`src/core/pmdt_regs.vh`:
```
`ifndef PMDT_REGS_VH
`define PMDT_REGS_VH
// Register byte addresses
`define PMDT_SYS_CTRL_FIRST_ADDR  12'h000
`define PMDT_SYS_CTRL_SECOND_ADDR 12'h004
`define PMDT_TIMER_A_MODE_ADDR    12'h008
`define PMDT_IRQ_ENABLE_ADDR      12'h00c
`define PMDT_MODE_STATUS_ADDR     12'h010
`define PMDT_SLEEP_CMD_ADDR       12'h014
// sys_ctrl_first fields
`define PMDT_STANDBY_BIT 7
`define PMDT_STS_HI     6
`define PMDT_STS_LO     4
`define PMDT_LOW_SPEED_BIT 3
`define PMDT_MA_HI      1
`define PMDT_MA_LO      0
// sys_ctrl_second fields
`define PMDT_MED_SPEED_BIT 3
`define PMDT_DIRECT_BIT    2
`define PMDT_SA_HI      1
`define PMDT_SA_LO      0
// timer_a_mode_reg field
`define PMDT_TMR_A_BIT3 3
// irq enable fields
`define PMDT_IEN_EXT0   0
`define PMDT_IEN_EXT1   1
`define PMDT_IEN_TMR_A  2
`define PMDT_IEN_DT     3
`define PMDT_IEN_OTHER  4
// Reset values
`define PMDT_SYS_CTRL_FIRST_RST  8'h00
`define PMDT_SYS_CTRL_SECOND_RST 8'h00
`define PMDT_TMR_A_RST           8'h00
`define PMDT_IEN_RST    8'h00
// Settling wait base, in states
`define PMDT_SETTLE_BASE 8192
// Modes
`define PMDT_M_ACT_HS  3'h0
`define PMDT_M_ACT_MS  3'h1
`define PMDT_M_SUBACT  3'h2
`define PMDT_M_SLP_HS  3'h3
`define PMDT_M_SLP_MS  3'h4
`define PMDT_M_STANDBY 3'h5
`define PMDT_M_WATCH   3'h6
`define PMDT_M_SUBSLP  3'h7
`endif

```
`src/core/pmdt_sync.v`:
```
`timescale 1ns/10ps
// Reset value of each stage matches the idle level of its pin
module pmdt_sync #(
  parameter         W    = 4,
  parameter [W-1:0] INIT = {W{1'b0}}
) (
  input  wire         hclk,
  input  wire         hresetn,
  input  wire [W-1:0] din,
  output reg  [W-1:0] dout
);
  reg [W-1:0] meta;
  always @(posedge hclk or negedge hresetn) begin
    if (!hresetn) begin
      meta <= INIT;
      dout <= INIT;
    end else begin
      meta <= din;
      dout <= meta;
    end
  end
endmodule // pmdt_sync

```
`src/core/pmdt_clkdiv.v`:
```
`timescale 1ns/10ps
`include "pmdt_regs.vh"
// Produces the CPU clock enable for the current run mode
module pmdt_clkdiv (
  input  wire       hclk,
  input  wire       hresetn,
  input  wire [2:0] mode,
  input  wire [1:0] medium_div,
  input  wire [1:0] subactive_div,
  input  wire       watch_tick,
  output reg        cpu_clk_en
);
  reg [5:0] cnt;
  reg [3:0] wcnt;
  reg       next_en;
  always @* begin
    next_en = 1'b0;
    case (mode)
      `PMDT_M_ACT_HS: next_en = 1'b1;
      `PMDT_M_ACT_MS: begin
        // Divide by 8,16,32,64 per medium divider bits
        case (medium_div)
          2'h0:    next_en = (cnt[2:0] == 3'h7);
          2'h1:    next_en = (cnt[3:0] == 4'hf);
          2'h2:    next_en = (cnt[4:0] == 5'h1f);
          default: next_en = (cnt == 6'h3f);
        endcase
      end
      `PMDT_M_SUBACT: begin
        // Watch clock divided by 2, 4 or 8
        if (watch_tick) begin
          case (subactive_div)
            2'h0:    next_en = (wcnt[2:0] == 3'h7);
            2'h1:    next_en = (wcnt[1:0] == 2'h3);
            default: next_en = wcnt[0];
          endcase
        end
      end
      default: next_en = 1'b0;
    endcase
  end
  always @(posedge hclk or negedge hresetn) begin
    if (!hresetn) begin
      cnt        <= 6'h00;
      wcnt       <= 4'h0;
      cpu_clk_en <= 1'b0;
    end else begin
      cnt        <= cnt + 6'h01;
      if (watch_tick)
        wcnt <= wcnt + 4'h1;
      cpu_clk_en <= next_en;
    end
  end
endmodule // pmdt_clkdiv

```
`src/core/pmdt_ctrl.v`:
```
// Implementation choices: the placing of the registers and the AHB-Lite slave port.
`timescale 1ns/10ps
`include "pmdt_regs.vh"
// Functional notes
// Medium-speed select set, low-speed clear: wakes from standby/watch/medium sleep go medium active.
// Wake suppressed when interrupt mask is 1 or source disabled.
// Medium active left only by SLEEP or reset pin low.
// SLEEP: standby set, low-speed clear, timer bit3 clear gives standby.
// SLEEP: standby set and timer bit3 set gives watch.
// Standby and low-speed clear: SLEEP gives high or medium sleep by medium select.
// Reset pin low resets CPU and ends medium active at once.
// Medium active CPU clock divided per the two medium divider bits.
// Direct-transfer bit set: SLEEP moves between run modes, then direct-transfer interrupt.
// Direct-transfer interrupt disabled: enter sleep or watch instead.
// Direct transfer with mask set leaves sleep/watch no interrupt can clear.
// High active to medium active via sleep when medium and direct bits set.
// Medium active to high active via sleep when medium clear, direct set.
// High active to subactive via watch with standby, low-speed, direct, bit3 set.
// Subactive to high active via watch after settling wait.
// Medium active to subactive via watch with standby, low-speed, direct, bit3 set.
// Subactive to medium active via watch after settling wait, medium select set.
// Watch wake goes high, medium or subactive per low- and medium-speed bits.
// Subactive CPU clock is watch clock divided by 2, 4 or 8.
// After reset the controller is in high active with control bits at reset.
module pmdt_ctrl #(
  parameter SETTLE_BASE = `PMDT_SETTLE_BASE
) (
  input  wire        hclk,
  input  wire        hresetn,
  input  wire        hsel,
  input  wire [11:0] haddr,
  input  wire [1:0]  htrans,
  input  wire        hwrite,
  input  wire [2:0]  hsize,
  input  wire [31:0] hwdata,
  input  wire        hready,
  output wire        hreadyout,
  output wire        hresp,
  output reg  [31:0] hrdata,
  input  wire        reset_pin_n,
  input  wire        ext_irq_zero,
  input  wire        ext_irq_one,
  input  wire        timer_a_irq,
  input  wire        other_irq,
  input  wire        watch_clk,
  input  wire        int_mask,
  input  wire        sleep_exec,
  output reg         cpu_reset,
  output reg  [2:0]  power_mode,
  output reg         dt_irq,
  output reg         wake_irq,
  output wire        cpu_clk_en
);
  reg  [7:0]  sys_ctrl_first;
  reg  [7:0]  sys_ctrl_second;
  reg  [7:0]  timer_a_mode_reg;
  reg  [7:0]  irq_enable;
  reg         dp_write;
  reg  [11:0] dp_addr;
  reg         pend_dt;
  reg  [2:0]  pend_target;
  reg         settling;
  reg  [2:0]  settle_target;
  reg         settle_irq_dt;
  reg  [20:0] settle_cnt;
  reg         wclk_d;
  reg         sleep_cmd;
  reg  [31:0] next_rdata;
  wire [4:0]  sync_out;
  wire        s_rst_n;
  wire        s_ext0;
  wire        s_ext1;
  wire        s_wclk;
  wire        s_tmr_a;
  wire        standby_select;
  wire        low_speed_select;
  wire        medium_speed_select;
  wire        direct_transfer_on;
  wire        timer_a_mode_bit3;
  wire        sleep_any;
  wire        dt_allowed;
  wire        wake_ok;
  wire        is_run;
  wire [20:0] settle_len;

  pmdt_sync #(
    .W    (5),
    .INIT (5'h01)
  ) u_sync (
    .hclk    (hclk),
    .hresetn (hresetn),
    .din     ({timer_a_irq, watch_clk, ext_irq_one, ext_irq_zero, reset_pin_n}),
    .dout    (sync_out)
  );
  assign s_rst_n = sync_out[0];
  assign s_ext0  = sync_out[1];
  assign s_ext1  = sync_out[2];
  assign s_wclk  = sync_out[3];
  assign s_tmr_a = sync_out[4];

  pmdt_clkdiv u_div (
    .hclk          (hclk),
    .hresetn       (hresetn),
    .mode          (power_mode),
    .medium_div    (sys_ctrl_first[`PMDT_MA_HI:`PMDT_MA_LO]),
    .subactive_div (sys_ctrl_second[`PMDT_SA_HI:`PMDT_SA_LO]),
    .watch_tick    (s_wclk & ~wclk_d),
    .cpu_clk_en    (cpu_clk_en)
  );

  assign standby_select      = sys_ctrl_first[`PMDT_STANDBY_BIT];
  assign low_speed_select    = sys_ctrl_first[`PMDT_LOW_SPEED_BIT];
  assign medium_speed_select = sys_ctrl_second[`PMDT_MED_SPEED_BIT];
  assign direct_transfer_on  = sys_ctrl_second[`PMDT_DIRECT_BIT];
  assign timer_a_mode_bit3   = timer_a_mode_reg[`PMDT_TMR_A_BIT3];
  assign sleep_any  = sleep_exec | sleep_cmd;
  assign is_run     = (power_mode == `PMDT_M_ACT_HS) | (power_mode == `PMDT_M_ACT_MS) |
                      (power_mode == `PMDT_M_SUBACT);
  // Direct transfer completes only if unmasked and its interrupt enabled
  assign dt_allowed = direct_transfer_on & ~int_mask & irq_enable[`PMDT_IEN_DT];
  assign settle_len = SETTLE_BASE[20:0] << sys_ctrl_first[`PMDT_STS_HI:`PMDT_STS_LO];
  assign hreadyout  = 1'b1;
  assign hresp      = 1'b0;

  // Wake source qualification per low-power mode
  reg wake_src;
  always @* begin
    wake_src = 1'b0;
    case (power_mode)
      `PMDT_M_STANDBY: wake_src = (s_ext0 & irq_enable[`PMDT_IEN_EXT0]) |
                                  (s_ext1 & irq_enable[`PMDT_IEN_EXT1]);
      `PMDT_M_WATCH:   wake_src = (s_ext0 & irq_enable[`PMDT_IEN_EXT0]) |
                                  (s_tmr_a & irq_enable[`PMDT_IEN_TMR_A]);
      `PMDT_M_SLP_HS,
      `PMDT_M_SLP_MS,
      `PMDT_M_SUBSLP:  wake_src = (s_ext0 & irq_enable[`PMDT_IEN_EXT0]) |
                                  (s_ext1 & irq_enable[`PMDT_IEN_EXT1]) |
                                  (s_tmr_a & irq_enable[`PMDT_IEN_TMR_A]) |
                                  (other_irq & irq_enable[`PMDT_IEN_OTHER]);
      default:         wake_src = 1'b0;
    endcase
  end
  assign wake_ok = wake_src & ~int_mask & ~settling;

  // AHB-Lite slave, zero wait states
  always @(posedge hclk or negedge hresetn) begin
    if (!hresetn) begin
      dp_write <= 1'b0;
      dp_addr  <= 12'h000;
    end else if (hready) begin
      dp_write <= hsel & htrans[1] & hwrite;
      dp_addr  <= haddr;
    end
  end

  // Read data is picked in the address phase and held through the data phase;
  // a write landing in the same cycle to the same register is forwarded
  always @* begin
    next_rdata = 32'h0000_0000;
    case (haddr)
      `PMDT_SYS_CTRL_FIRST_ADDR:  next_rdata = {24'h000000, sys_ctrl_first};
      `PMDT_SYS_CTRL_SECOND_ADDR: next_rdata = {24'h000000, sys_ctrl_second};
      `PMDT_TIMER_A_MODE_ADDR:    next_rdata = {24'h000000, timer_a_mode_reg};
      `PMDT_IRQ_ENABLE_ADDR:      next_rdata = {24'h000000, irq_enable};
      `PMDT_MODE_STATUS_ADDR:     next_rdata = {28'h0000000, settling, power_mode};
      default:                    next_rdata = 32'h0000_0000;
    endcase
    if (dp_write && (dp_addr == haddr) &&
        ((haddr == `PMDT_SYS_CTRL_FIRST_ADDR) || (haddr == `PMDT_SYS_CTRL_SECOND_ADDR) ||
         (haddr == `PMDT_TIMER_A_MODE_ADDR) || (haddr == `PMDT_IRQ_ENABLE_ADDR)))
      next_rdata = {24'h000000, hwdata[7:0]};
  end

  always @(posedge hclk or negedge hresetn) begin
    if (!hresetn) begin
      hrdata <= 32'h0000_0000;
    end else if (hready) begin
      hrdata <= next_rdata;
    end
  end

  always @(posedge hclk or negedge hresetn) begin
    if (!hresetn) begin
      sys_ctrl_first   <= `PMDT_SYS_CTRL_FIRST_RST;
      sys_ctrl_second  <= `PMDT_SYS_CTRL_SECOND_RST;
      timer_a_mode_reg <= `PMDT_TMR_A_RST;
      irq_enable       <= `PMDT_IEN_RST;
      sleep_cmd        <= 1'b0;
    end else begin
      sleep_cmd <= 1'b0;
      if (dp_write) begin
        case (dp_addr)
          `PMDT_SYS_CTRL_FIRST_ADDR:  sys_ctrl_first   <= hwdata[7:0];
          `PMDT_SYS_CTRL_SECOND_ADDR: sys_ctrl_second  <= hwdata[7:0];
          `PMDT_TIMER_A_MODE_ADDR:    timer_a_mode_reg <= hwdata[7:0];
          `PMDT_IRQ_ENABLE_ADDR:      irq_enable       <= hwdata[7:0];
          `PMDT_SLEEP_CMD_ADDR:       sleep_cmd        <= hwdata[0];
          default:                    sleep_cmd        <= 1'b0;
        endcase
      end
    end
  end

  // Mode sequencer
  always @(posedge hclk or negedge hresetn) begin
    if (!hresetn) begin
      power_mode    <= `PMDT_M_ACT_HS;
      cpu_reset     <= 1'b1;
      dt_irq        <= 1'b0;
      wake_irq      <= 1'b0;
      settling      <= 1'b0;
      settle_target <= `PMDT_M_ACT_HS;
      settle_irq_dt <= 1'b0;
      settle_cnt    <= 21'h000000;
      pend_dt       <= 1'b0;
      pend_target   <= `PMDT_M_ACT_HS;
      wclk_d        <= 1'b0;
    end else begin
      wclk_d   <= s_wclk;
      dt_irq   <= 1'b0;
      wake_irq <= 1'b0;
      cpu_reset <= ~s_rst_n;
      if (!s_rst_n) begin
        // Reset pin ends any mode at once
        power_mode <= `PMDT_M_ACT_HS;
        settling   <= 1'b0;
        pend_dt    <= 1'b0;
      end else if (settling) begin
        if (settle_cnt == 21'h000000) begin
          settling   <= 1'b0;
          power_mode <= settle_target;
          dt_irq     <= settle_irq_dt;
          wake_irq   <= ~settle_irq_dt;
        end else begin
          settle_cnt <= settle_cnt - 21'h000001;
        end
      end else if (pend_dt) begin
        // Passing through sleep or watch completes the direct transfer
        pend_dt <= 1'b0;
        if (pend_target == `PMDT_M_ACT_HS || pend_target == `PMDT_M_ACT_MS) begin
          if (power_mode == `PMDT_M_WATCH) begin
            settling      <= 1'b1;
            settle_target <= pend_target;
            settle_irq_dt <= 1'b1;
            settle_cnt    <= settle_len;
          end else begin
            power_mode <= pend_target;
            dt_irq     <= 1'b1;
          end
        end else begin
          power_mode <= pend_target;
          dt_irq     <= 1'b1;
        end
      end else if (is_run && sleep_any) begin
        if (standby_select && timer_a_mode_bit3) begin
          power_mode <= `PMDT_M_WATCH;
          if (dt_allowed) begin
            pend_dt <= 1'b1;
            if (power_mode == `PMDT_M_SUBACT && !low_speed_select)
              pend_target <= medium_speed_select ? `PMDT_M_ACT_MS : `PMDT_M_ACT_HS;
            else if (power_mode != `PMDT_M_SUBACT && low_speed_select)
              pend_target <= `PMDT_M_SUBACT;
            else
              pend_dt <= 1'b0;
          end
        end else if (standby_select && !low_speed_select) begin
          power_mode <= `PMDT_M_STANDBY;
        end else if (!standby_select && !low_speed_select && power_mode != `PMDT_M_SUBACT) begin
          power_mode <= medium_speed_select ? `PMDT_M_SLP_MS : `PMDT_M_SLP_HS;
          if (dt_allowed && (power_mode == `PMDT_M_ACT_HS) == medium_speed_select) begin
            pend_dt     <= 1'b1;
            pend_target <= medium_speed_select ? `PMDT_M_ACT_MS : `PMDT_M_ACT_HS;
          end
        end else if (!standby_select && low_speed_select && timer_a_mode_bit3 &&
                     power_mode == `PMDT_M_SUBACT) begin
          power_mode <= `PMDT_M_SUBSLP;
        end
      end else if (wake_ok) begin
        case (power_mode)
          `PMDT_M_SLP_HS: begin
            power_mode <= `PMDT_M_ACT_HS;
            wake_irq   <= 1'b1;
          end
          `PMDT_M_SLP_MS: begin
            power_mode <= `PMDT_M_ACT_MS;
            wake_irq   <= 1'b1;
          end
          `PMDT_M_SUBSLP: begin
            power_mode <= `PMDT_M_SUBACT;
            wake_irq   <= 1'b1;
          end
          `PMDT_M_WATCH: begin
            if (low_speed_select) begin
              power_mode <= `PMDT_M_SUBACT;
              wake_irq   <= 1'b1;
            end else begin
              settling      <= 1'b1;
              settle_target <= medium_speed_select ? `PMDT_M_ACT_MS : `PMDT_M_ACT_HS;
              settle_irq_dt <= 1'b0;
              settle_cnt    <= settle_len;
            end
          end
          default: begin
            settling      <= 1'b1;
            settle_target <= medium_speed_select ? `PMDT_M_ACT_MS : `PMDT_M_ACT_HS;
            settle_irq_dt <= 1'b0;
            settle_cnt    <= settle_len;
          end
        endcase
      end
    end
  end
endmodule // pmdt_ctrl

```
`config.mk`:
```
export PLATFORM = sky130hd
export DESIGN_NAME = pmdt_ctrl
export DESIGN_NICKNAME = d
export VERILOG_FILES = /design/src/core/pmdt_sync.v /design/src/core/pmdt_clkdiv.v /design/src/core/pmdt_ctrl.v
export VERILOG_INCLUDE_DIRS = /design/src /design/src/core
export SDC_FILE = /design/constraint.sdc
export NUM_CORES = 1
export LEC_CHECK = 0
export CAP_MARGIN = 5
export CORE_MARGIN = 5
export CORE_UTILIZATION = 55
export DETAILED_ROUTE_END_ITERATION = 10
export DONT_BUFFER_PORTS = 1
export PLACE_DENSITY = 0.7
export SLEW_MARGIN = 30
export SYNTH_ARGS = -nofsm -noshare
export SYNTH_HDL_FRONTEND = slang
export SYNTH_SLANG_ARGS = --single-unit
```
`constraint.sdc`:
```
create_clock -name hclk -period 3 [get_ports hclk]
set_input_delay 0.75 -clock hclk [delete_from_list [all_inputs] [get_ports hclk]]
set_output_delay 0.75 -clock hclk [all_outputs]
set_load 0.01 [all_outputs]
```
==> flow_metrics.tcl, run 1 <==
set metrics [dict create \
    area_growth_pct 4.60 \
    setup_violations 0 \
    grt_pass1_wl_um 20500 \
    first_iter_violations 323 \
    synthesis.area_sq_um 5790 \
    fin_cells 691 \
    criticalPathCategory "reg -> reg" \
    cp_data_required_time_ns 3.30 \
    antenna_found_initial 0 \
    hold_ws_ns 0.0594 \
    grt_pass1_vias 4133 \
    dieWidth_um 113 \
    yosysTopAreaCell "dfrtp_1" \
    grt_overflow 0 \
    coreArea_sq_um 10300 \
    ys_types 69 \
    synth_cells 549 \
    yosys_warnings 0 \
    regMostFlops "settle_cnt" \
    htreeDepth 3 \
    nets 620 \
    status "complete, no violations" \
    place_area_sq_um 5860 \
    vias 4084 \
    p_total_mw 3.36 \
    cts_made_buffers 9 \
    drc 0 \
    p_seq_share_pct 54.5 \
    tightestPinTransition_ns 0.544 \
    finalCriticalPeriod_ns 2.77 \
    top_regs "settle_cnt x21, dp_addr x12" \
    yosysMostFrequentCell "dfrtp_1" \
    wirelength_um 12000 \
    crit_arrival_ns 3.07 \
    rr_worst_depth 9 \
    synth_edf_count 0 \
    routedWlPerCell_um 17.4 \
    gp_congestion 0.885 \
    largest_register_ffs 21 \
    synth_ff_type "dfrtp_1" \
    cts_buffer_depth 2 \
    synthTopCellsByArea "dfrtp_1, mux2_2, xnor2_1" \
    r2r-start "settle_cnt[0]$_DFFE_PN0P_" \
    internal_power_mw 2.27 \
    yosysTopAreaCellShare_pct 45.8 \
    dpl.hpwl_um 8680 \
    drtPass1Iterations 5 \
    pwr-share-clk_pct 25.7 \
    dieArea_sq_um 12700 \
    cts_tree "built" \
    grt_setup_unrepaired "no" \
    start_util_pct 56.4 \
    final_antenna_net_count 0 \
    rows 37 \
    track_usage_pct 19.7 \
    relSlewSlack_pct 62.8 \
    routed_via_density 5.91 \
    rr_endpoint "settle_cnt[11]$_DFFE_PN0P_" \
    clock_sink_count 109 \
    post_cts_buffers 0 \
    filler_cell_count 874 \
    maxCapViolations 0 \
    powerDensity_nw_per_um2 555 \
    ioPinCount 103 \
    cts_root_buffer "clkbuf_8" \
    finalHoldViolCount 0 \
    crit_fanout 8 \
    crit_path_end_kind "flop" \
    async_flop_share_pct 100 \
    leakage_nw 2.64 \
    avgSynthCellArea_sq_um 10.5 \
    insertedDiodeCount 0 \
    cts.repair.resized 0 \
    reg2reg_setup_slack_ns 0.23 \
    p_sw_mw 1.09 \
    ctsHoldBuffers 0 \
    swShare_pct 32.5 \
    slew_violations 0 \
    clk_latency_ns 0.38 \
    critPathLaunchType "flop" \
    ir_worst_vdd_uv 648 \
    seq_area_frac_synth_pct 47.2 \
    place_inst 675 \
    comb_power_share_pct 19.8 \
    postLayoutCellArea_sq_um 6060 \
    synth_common_cells "dfrtp_1, mux2_2, nand2_1" \
    fmax_ghz 0.361 \
    grt_max_degree 110 \
    clkSlewWorstSetupHoldPaths_ns 0.11 \
    ys_ff_latch 109 \
    period_share_pct 92.4 \
    die_h_um 113 \
    fin_tns_setup_ns 0 \
    portBuffers 0 \
    hp-class "in -> async" \
    drive_gt1_share_pct 17.5 \
    finalClockSkew_ns 0.00907 \
]
## power groups by stage
stage	clock [mW]	combinational [mW]	sequential, mW
2_1_floorplan	0	0.591	1.79
3_5_place_dp	0	0.663	1.85
6_report	0.865	0.666	1.83
5_1_grt	0.956	0.757	1.86
4_1_cts	0.890	0.667	1.83
3_3_place_gp	0	0.650	1.84
## per-layer routing
| metal | vias to the layer above | GRT usage [%] | wire, um |
|---|---|---|---|
| li1 | 1939 | - | - |
| met3 | 10 | 6.04 | 728 |
| met5 | - | 0 | 0 |
| met2 | 103 | 33.6 | 6130 |
| met4 | 0 | 5.13 | 123 |
| met1 | 2032 | 24.4 | 5060 |
## how the worst max path moves through the flow
| stage | endpoint | cells past startpoint | slack, ns | start |
|---|---|---|---|---|
| 6_report | settle_cnt[11]$_DFFE_PN0P_ | 9 | 0.23 | settle_cnt[0]$_DFFE_PN0P_ |
| 5_1_grt | settle_cnt[11]$_DFFE_PN0P_ | 9 | 0.07 | settle_cnt[0]$_DFFE_PN0P_ |
| 4_1_cts | settle_cnt[11]$_DFFE_PN0P_ | 9 | 0.21 | settle_cnt[0]$_DFFE_PN0P_ |
| 3_5_place_dp | settle_cnt[11]$_DFFE_PN0P_ | 9 | 0.24 | settle_cnt[0]$_DFFE_PN0P_ |
| 3_3_place_gp | settle_cnt[11]$_DFFE_PN0P_ | 9 | 0.27 | settle_cnt[0]$_DFFE_PN0P_ |
| 2_1_floorplan | settle_cnt[20]$_DFFE_PN0P_ | 10 | 0.50 | settle_cnt[0]$_DFFE_PN0P_ |
## area by class of cell
type                            instances  area (sq um)  area share (%)
Clock buffer                            9           124            2.04
Clock inverter                          7          73.8            1.22
Inverter                               20          75.1            1.24
Multi-Input combinational cell        395          2770            45.7
Sequential cell                       109          2730            45.1
Tap cell                              136           170            2.81
Timing Repair Buffer                   15           113            1.86
## cells by family (layout without fill, tap and decap cells)
kind of cell    Yosys count  in the layout  synth area share (%)
other cells               2             26                 0.130
mux                      64             64                  12.9
fa+ha+maj                 8              8                  1.73
compound gates          107            107                  12.6
buf+inv                  69             51                  6.55
xor+xnor                 24             24                  3.63
flops                   109            109                  47.2
simple gates            166            166                  15.3
## critical path, cell delays in order, from the launching register on
cell and delay, ns:
dfrtp_1 0.42, inv_1 0.07, ha_1 0.19, or4b_2 0.59, or4_4 0.49, o211ai_4 0.24
and2_1 0.26, buf_4 0.20, o21ai_0 0.10, a21oi_1 0.14
## placed cells by master, fill, tap and decap left out, drive strengths merged, types with 15 or more instances in the layout
master / instances
mux2: 45
inv: 20
nand2: 35
xnor2: 23
a21oi: 29
conb: 26
buf: 15
o21ai: 22
nor2: 33
nor3: 18
mux2i: 15
dfrtp: 106
## stage by stage
stage | util [%] | worst slack (ns)
6_report | 58.9 | 0.228
5_1_grt | 58.9 | 0.0680
4_1_cts | 58.9 | 0.214
3_5_place_dp | 57.0 | 0.237
3_3_place_gp | 57.0 | 0.268
2_1_floorplan | - | 0.499
Note: power is estimated with default switching activity, not from simulation.
==> run 2: changes to the inputs <==
Settings changed: CORE_UTILIZATION 55 to 40, PLACE_DENSITY 0.7 to unset.
==> flow_metrics.tcl, run 2 (synthesis results as in run 1) <==
set metrics [dict create \
    rows 44 \
    clkSlewWorstSetupHoldPaths_ns 0.07 \
    regMostFlops "settle_cnt" \
    cts_made_buffers 9 \
    maxCapViolations 0 \
    first_iter_violations 225 \
    htreeDepth 3 \
    grt_pass1_vias 4181 \
    relSlewSlack_pct 61.8 \
    period_share_pct 93.8 \
    track_usage_pct 15.6 \
    insertedDiodeCount 0 \
    setup_violations 0 \
    path_delay_family "simple AND/OR/NAND/NOR gates" \
    dieArea_sq_um 17000 \
    finalCriticalPeriod_ns 2.81 \
    clk_latency_ns 0.35 \
    largest_register_ffs 21 \
    tightestPinTransition_ns 0.568 \
    start_util_pct 40.3 \
    final_common_cell "dfrtp_1" \
    cts_root_buffer "clkbuf_16" \
    leakage_nw 2.70 \
    cts_buffer_depth 2 \
    cts_tree "built" \
    status "complete, no violations" \
    area_growth_pct 7.41 \
    finalHoldViolCount 0 \
    fin_tns_setup_ns 0 \
    ctsHoldBuffers 0 \
    grt_overflow 0 \
    finalClockSkew_ns 0.00767 \
    coreArea_sq_um 14400 \
    wirelength_um 12700 \
    postLayoutCellArea_sq_um 6220 \
    place_area_sq_um 5920 \
    criticalPathCategory "reg -> reg" \
    slowest_stage "or4b_2" \
    p_total_mw 3.69 \
    drtPass1Iterations 5 \
    drc 0 \
    dieWidth_um 130 \
    ioPinCount 103 \
    nets 621 \
    grt_max_degree 110 \
    critPathLaunchType "flop" \
    grt_pass1_wl_um 21000 \
    slew_violations 0 \
    fmax_ghz 0.355 \
    drive_gt1_share_pct 17.6 \
    powerDensity_nw_per_um2 593 \
    antenna_found_initial 0 \
    die_h_um 130 \
    path_buf_inv 3 \
    final_antenna_net_count 0 \
    crit_fanout 18 \
    top_regs "settle_cnt x21, dp_addr x12" \
    routedWlPerCell_um 17.1 \
    clock_sink_count 109 \
    grt_setup_unrepaired "no" \
    crit_arrival_ns 3.04 \
    hp-class "in -> async" \
    mostFrequentLayoutCells "dfrtp_1, mux2_2, nand2_1" \
    gp_congestion 0.850 \
    crit_path_end_kind "flop" \
    dpl.hpwl_um 9090 \
    cp_cell_sequence "inv_1 > ha_1 > or4b_2 > or4_4 > o211ai_4 > and2_1 > buf_6 > inv_2 > o21ai_1 > a21oi_1" \
    fin_util_pct 43.3 \
    ir_worst_vdd_uv 326 \
    portBuffers 0 \
    cp_data_required_time_ns 3.23 \
    slowest_delay_ns 0.59 \
    routed_via_density 5.56 \
    vias 4114 \
]
[run 2: changes by cell type in the layout (fill, tap and decap cells not counted), sizes merged]
cell | before | now
buf | 15 | 16
inv | 20 | 23
clkinv | 6 | 2
clkbuf | 9 | 10
[run 2: area by class of cell]
| class | instances | area [sq um] |
|---|---|---|
| clock inverters | 6 | 50.0 |
| multi-input cells | 395 | 2770 |
| fillers | 1370 | 8150 |
| inverters | 20 | 75.1 |
| clock buffers | 10 | 239 |
| well taps | 184 | 230 |
| flip-flops and latches | 109 | 2730 |
| repair buffers | 16 | 124 |
[run 2: final timing paths]
kind | startpoint | end | slack (ns) | depth (start not counted)
setup / recovery | settle_cnt[0]$_DFFE_PN0P_ | settle_cnt[16]$_DFFE_PN0P_ | 0.19 | 10
hold / removal | hresetn | dt_irq$_DFF_PN0_ | 0.09 | 0
setup reg to reg | settle_cnt[0]$_DFFE_PN0P_ | settle_cnt[16]$_DFFE_PN0P_ | 0.19 | 10
hold reg to reg | u_sync.meta[4]$_DFF_PN0_ | u_sync.dout[4]$_DFF_PN0_ | 0.35 | 0
max in group asynchronous | hresetn | cpu_reset$_DFF_PN1_ | 2.60 | 0
min in group hclk | u_sync.meta[4]$_DFF_PN0_ | u_sync.dout[4]$_DFF_PN0_ | 0.35 | 0
[run 2: power breakdown]
| part | switching (mW) | internal (mW) | total, mW |
|---|---|---|---|
| Clock | 0.568 | 0.600 | 1.17 |
| Sequential | 0.195 | 1.63 | 1.83 |
| Combinational | 0.367 | 0.325 | 0.692 |
[run 2: timing repair]
action | in CTS | in global routing
buffers inserted | 0 | 1
gates resized for setup | 0 | 1
setup endpoints to repair | 0 | 1
[run 2: per-layer routing]
metal  routed length [um]  track usage, %  vias to the layer above
met5                    0               0                        -
met4                  112            4.48                        0
met3                  735            4.87                        9
li1                     -               -                     1952
met1                 5530            19.6                     2054
met2                 6290            26.0                       99
[run 2: metrics by stage]
stage	hold WS (ns)	instances	setup slack (ns)
final	0.0948	740	0.187
after global routing	0.0723	740	0.0110
after CTS	0.0776	739	0.163
after detailed placement	0.336	723	0.178
after global placement	0.333	723	0.190
after floorplan	0.331	573	0.499
==> run 3: changes to the inputs <==
Settings changed: PLACE_DENSITY_LB_ADDON set to 0.2.
Clock period 3 ns to 2.58 ns, I/O delays scaled along.
==> flow_metrics.tcl, run 3 (synthesis results as in run 1) <==
set metrics [dict create \
    nets 641 \
    fin_tns_setup_ns 0 \
    first_iter_violations 208 \
    rr_endpoint "settle_cnt[15]$_DFFE_PN0P_" \
    hp-class "in -> async" \
    violations "hold timing" \
    p_sw_mw 1.34 \
    slowest_stage "or4_4" \
    dieWidth_um 130 \
    grt_overflow 0 \
    final_antenna_net_count 0 \
    insertedDiodeCount 0 \
    maxCapViolations 0 \
    crit_arrival_ns 2.79 \
    finalCriticalPeriod_ns 2.51 \
    routedWlPerCell_um 17.3 \
    routed_via_density 5.50 \
    grt_pass1_vias 4349 \
    drive_gt1_share_pct 21.0 \
    cp_data_required_time_ns 2.87 \
    cts_root_buffer "clkbuf_16" \
    gp_congestion 0.847 \
    p_seq_share_pct 47.1 \
    track_usage_pct 16.2 \
    regMostFlops "settle_cnt" \
    ir_worst_vdd_uv 351 \
    crit_fanout 6 \
    htreeDepth 3 \
    powerDensity_nw_per_um2 696 \
    pwr-share-clk_pct 32.5 \
    crit_path_end_kind "flop" \
    criticalPathCategory "reg -> reg" \
    cts_tree "built" \
    ioPinCount 103 \
    critPathLaunchType "flop" \
    coreArea_sq_um 14400 \
    die_h_um 130 \
    relSlewSlack_pct 62.9 \
    slowest_delay_ns 0.56 \
    portBuffers 0 \
    reg2reg_setup_slack_ns 0.07 \
    slew_violations 0 \
    wirelength_um 13100 \
    grt_max_degree 110 \
    setup_violations 0 \
    clkSlewWorstSetupHoldPaths_ns 0.07 \
    start_util_pct 40.3 \
    cp_cell_sequence "inv_1 > ha_2 > or4b_4 > or4_4 > o211ai_4 > and2_4 > buf_12 > buf_4 > o21ai_1 > o21ai_2" \
    met2_length_um 6610 \
    internal_power_mw 3.14 \
    finalClockSkew_ns 0.00795 \
    clk_latency_ns 0.35 \
    wl_met3_um 631 \
    antenna_found_initial 0 \
    grt_setup_unrepaired "yes" \
    cts_buffer_depth 2 \
    area_growth_pct 11.1 \
    m1WireLength_um 5670 \
    period_share_pct 97.2 \
    fmax_ghz 0.399 \
    finalHoldViolCount 70 \
    final_common_cell "dfrtp_1" \
    dpl.hpwl_um 9430 \
    swShare_pct 30.0 \
    mostFrequentLayoutCells "dfrtp_1, mux2_2, nand2_1" \
    rr_worst_depth 10 \
    r2r-start "settle_cnt[0]$_DFFE_PN0P_" \
    clock_sink_count 109 \
    dieArea_sq_um 17000 \
    cts_made_buffers 9 \
    vias 4174 \
    top_regs "settle_cnt x21, dp_addr x12" \
    tightestPinTransition_ns 0.551 \
    rows 44 \
    leakage_nw 2.82 \
    drtPass1Iterations 4 \
    comb_power_share_pct 20.5 \
    largest_register_ffs 21 \
    status "complete, but fails checks" \
    top_layer_used "met4" \
    drc 0 \
    grt_pass1_wl_um 21900 \
    hold_ws_ns -0.0144 \
]
-- run 3: changes by cell type in the layout (fill, tap and decap cells not counted), sizes merged --
cell    previous run  this run
inv               23        21
bufinv             0         1
buf               16        36
-- run 3: layer usage --
layer | track usage, % | vias to the layer above
met5 | 0 | -
met4 | 5.38 | 0
met3 | 3.81 | 14
met2 | 27.2 | 90
met1 | 20.7 | 2080
li1 | - | 1990
-- run 3: worst max-delay path by stage --
stage,from,to,slack [ns]
floorplan,settle_cnt[0]$_DFFE_PN0P_,settle_cnt[20]$_DFFE_PN0P_,0.08
global placement,settle_cnt[0]$_DFFE_PN0P_,settle_cnt[10]$_DFFE_PN0P_,0.05
detailed placement,settle_cnt[0]$_DFFE_PN0P_,settle_cnt[7]$_DFFE_PN0P_,0.02
CTS,settle_cnt[0]$_DFFE_PN0P_,settle_cnt[10]$_DFFE_PN0P_,0.003
global route,settle_cnt[1]$_DFFE_PN0P_,power_mode[0]$_DFFE_PN0P_,-0.02
finish,settle_cnt[0]$_DFFE_PN0P_,settle_cnt[15]$_DFFE_PN0P_,0.07
-- run 3: cell type report --
cell class | instances | area, sq um
clock buffers | 10 | 239
clock inverters | 5 | 68.8
fillers | 1374 | 7930
inverters | 20 | 75.1
multi-input cells | 395 | 2800
flip-flops and latches | 109 | 2730
well taps | 184 | 230
repair buffers | 36 | 298
-- run 3: stage by stage --
step,total power [mW],setup WS (ns),util (%),cell area (sq um),std cells
global placement,3.00,0.0489,42.1,6050,739
floorplan,2.77,0.0789,-,5880,573
CTS,4.51,0.00317,44.3,6360,754
finish,4.48,0.0733,44.8,6440,759
global route,4.73,-0.0235,44.8,6440,759
detailed placement,3.03,0.0175,42.1,6050,739
-- run 3: power by group through the flow --
stage | sequential (mW) | combinational, mW | clock (mW)
2_1_floorplan | 2.09 | 0.687 | 0
3_3_place_gp | 2.13 | 0.878 | 0
3_5_place_dp | 2.13 | 0.901 | 0
4_1_cts | 2.10 | 0.905 | 1.50
5_1_grt | 2.14 | 1.03 | 1.57
6_report | 2.11 | 0.917 | 1.45
-- run 3: repair_timing --
item,4_1_cts,5_1_grt
hold endpoints to repair,106,106
resized for setup,0,12
endpoints found under the setup margin,0,14
setup buffers,0,5
-- run 3: critical path, delay by kind of cell, from the launching register on --
family / cells / cell delay, ns
and+or+nand+nor: 3 / 1.21
AOI/OAI and AO/OA: 3 / 0.37
buffers and inverters: 3 / 0.30
DFF: 1 / 0.38
adders and majority gates: 1 / 0.18
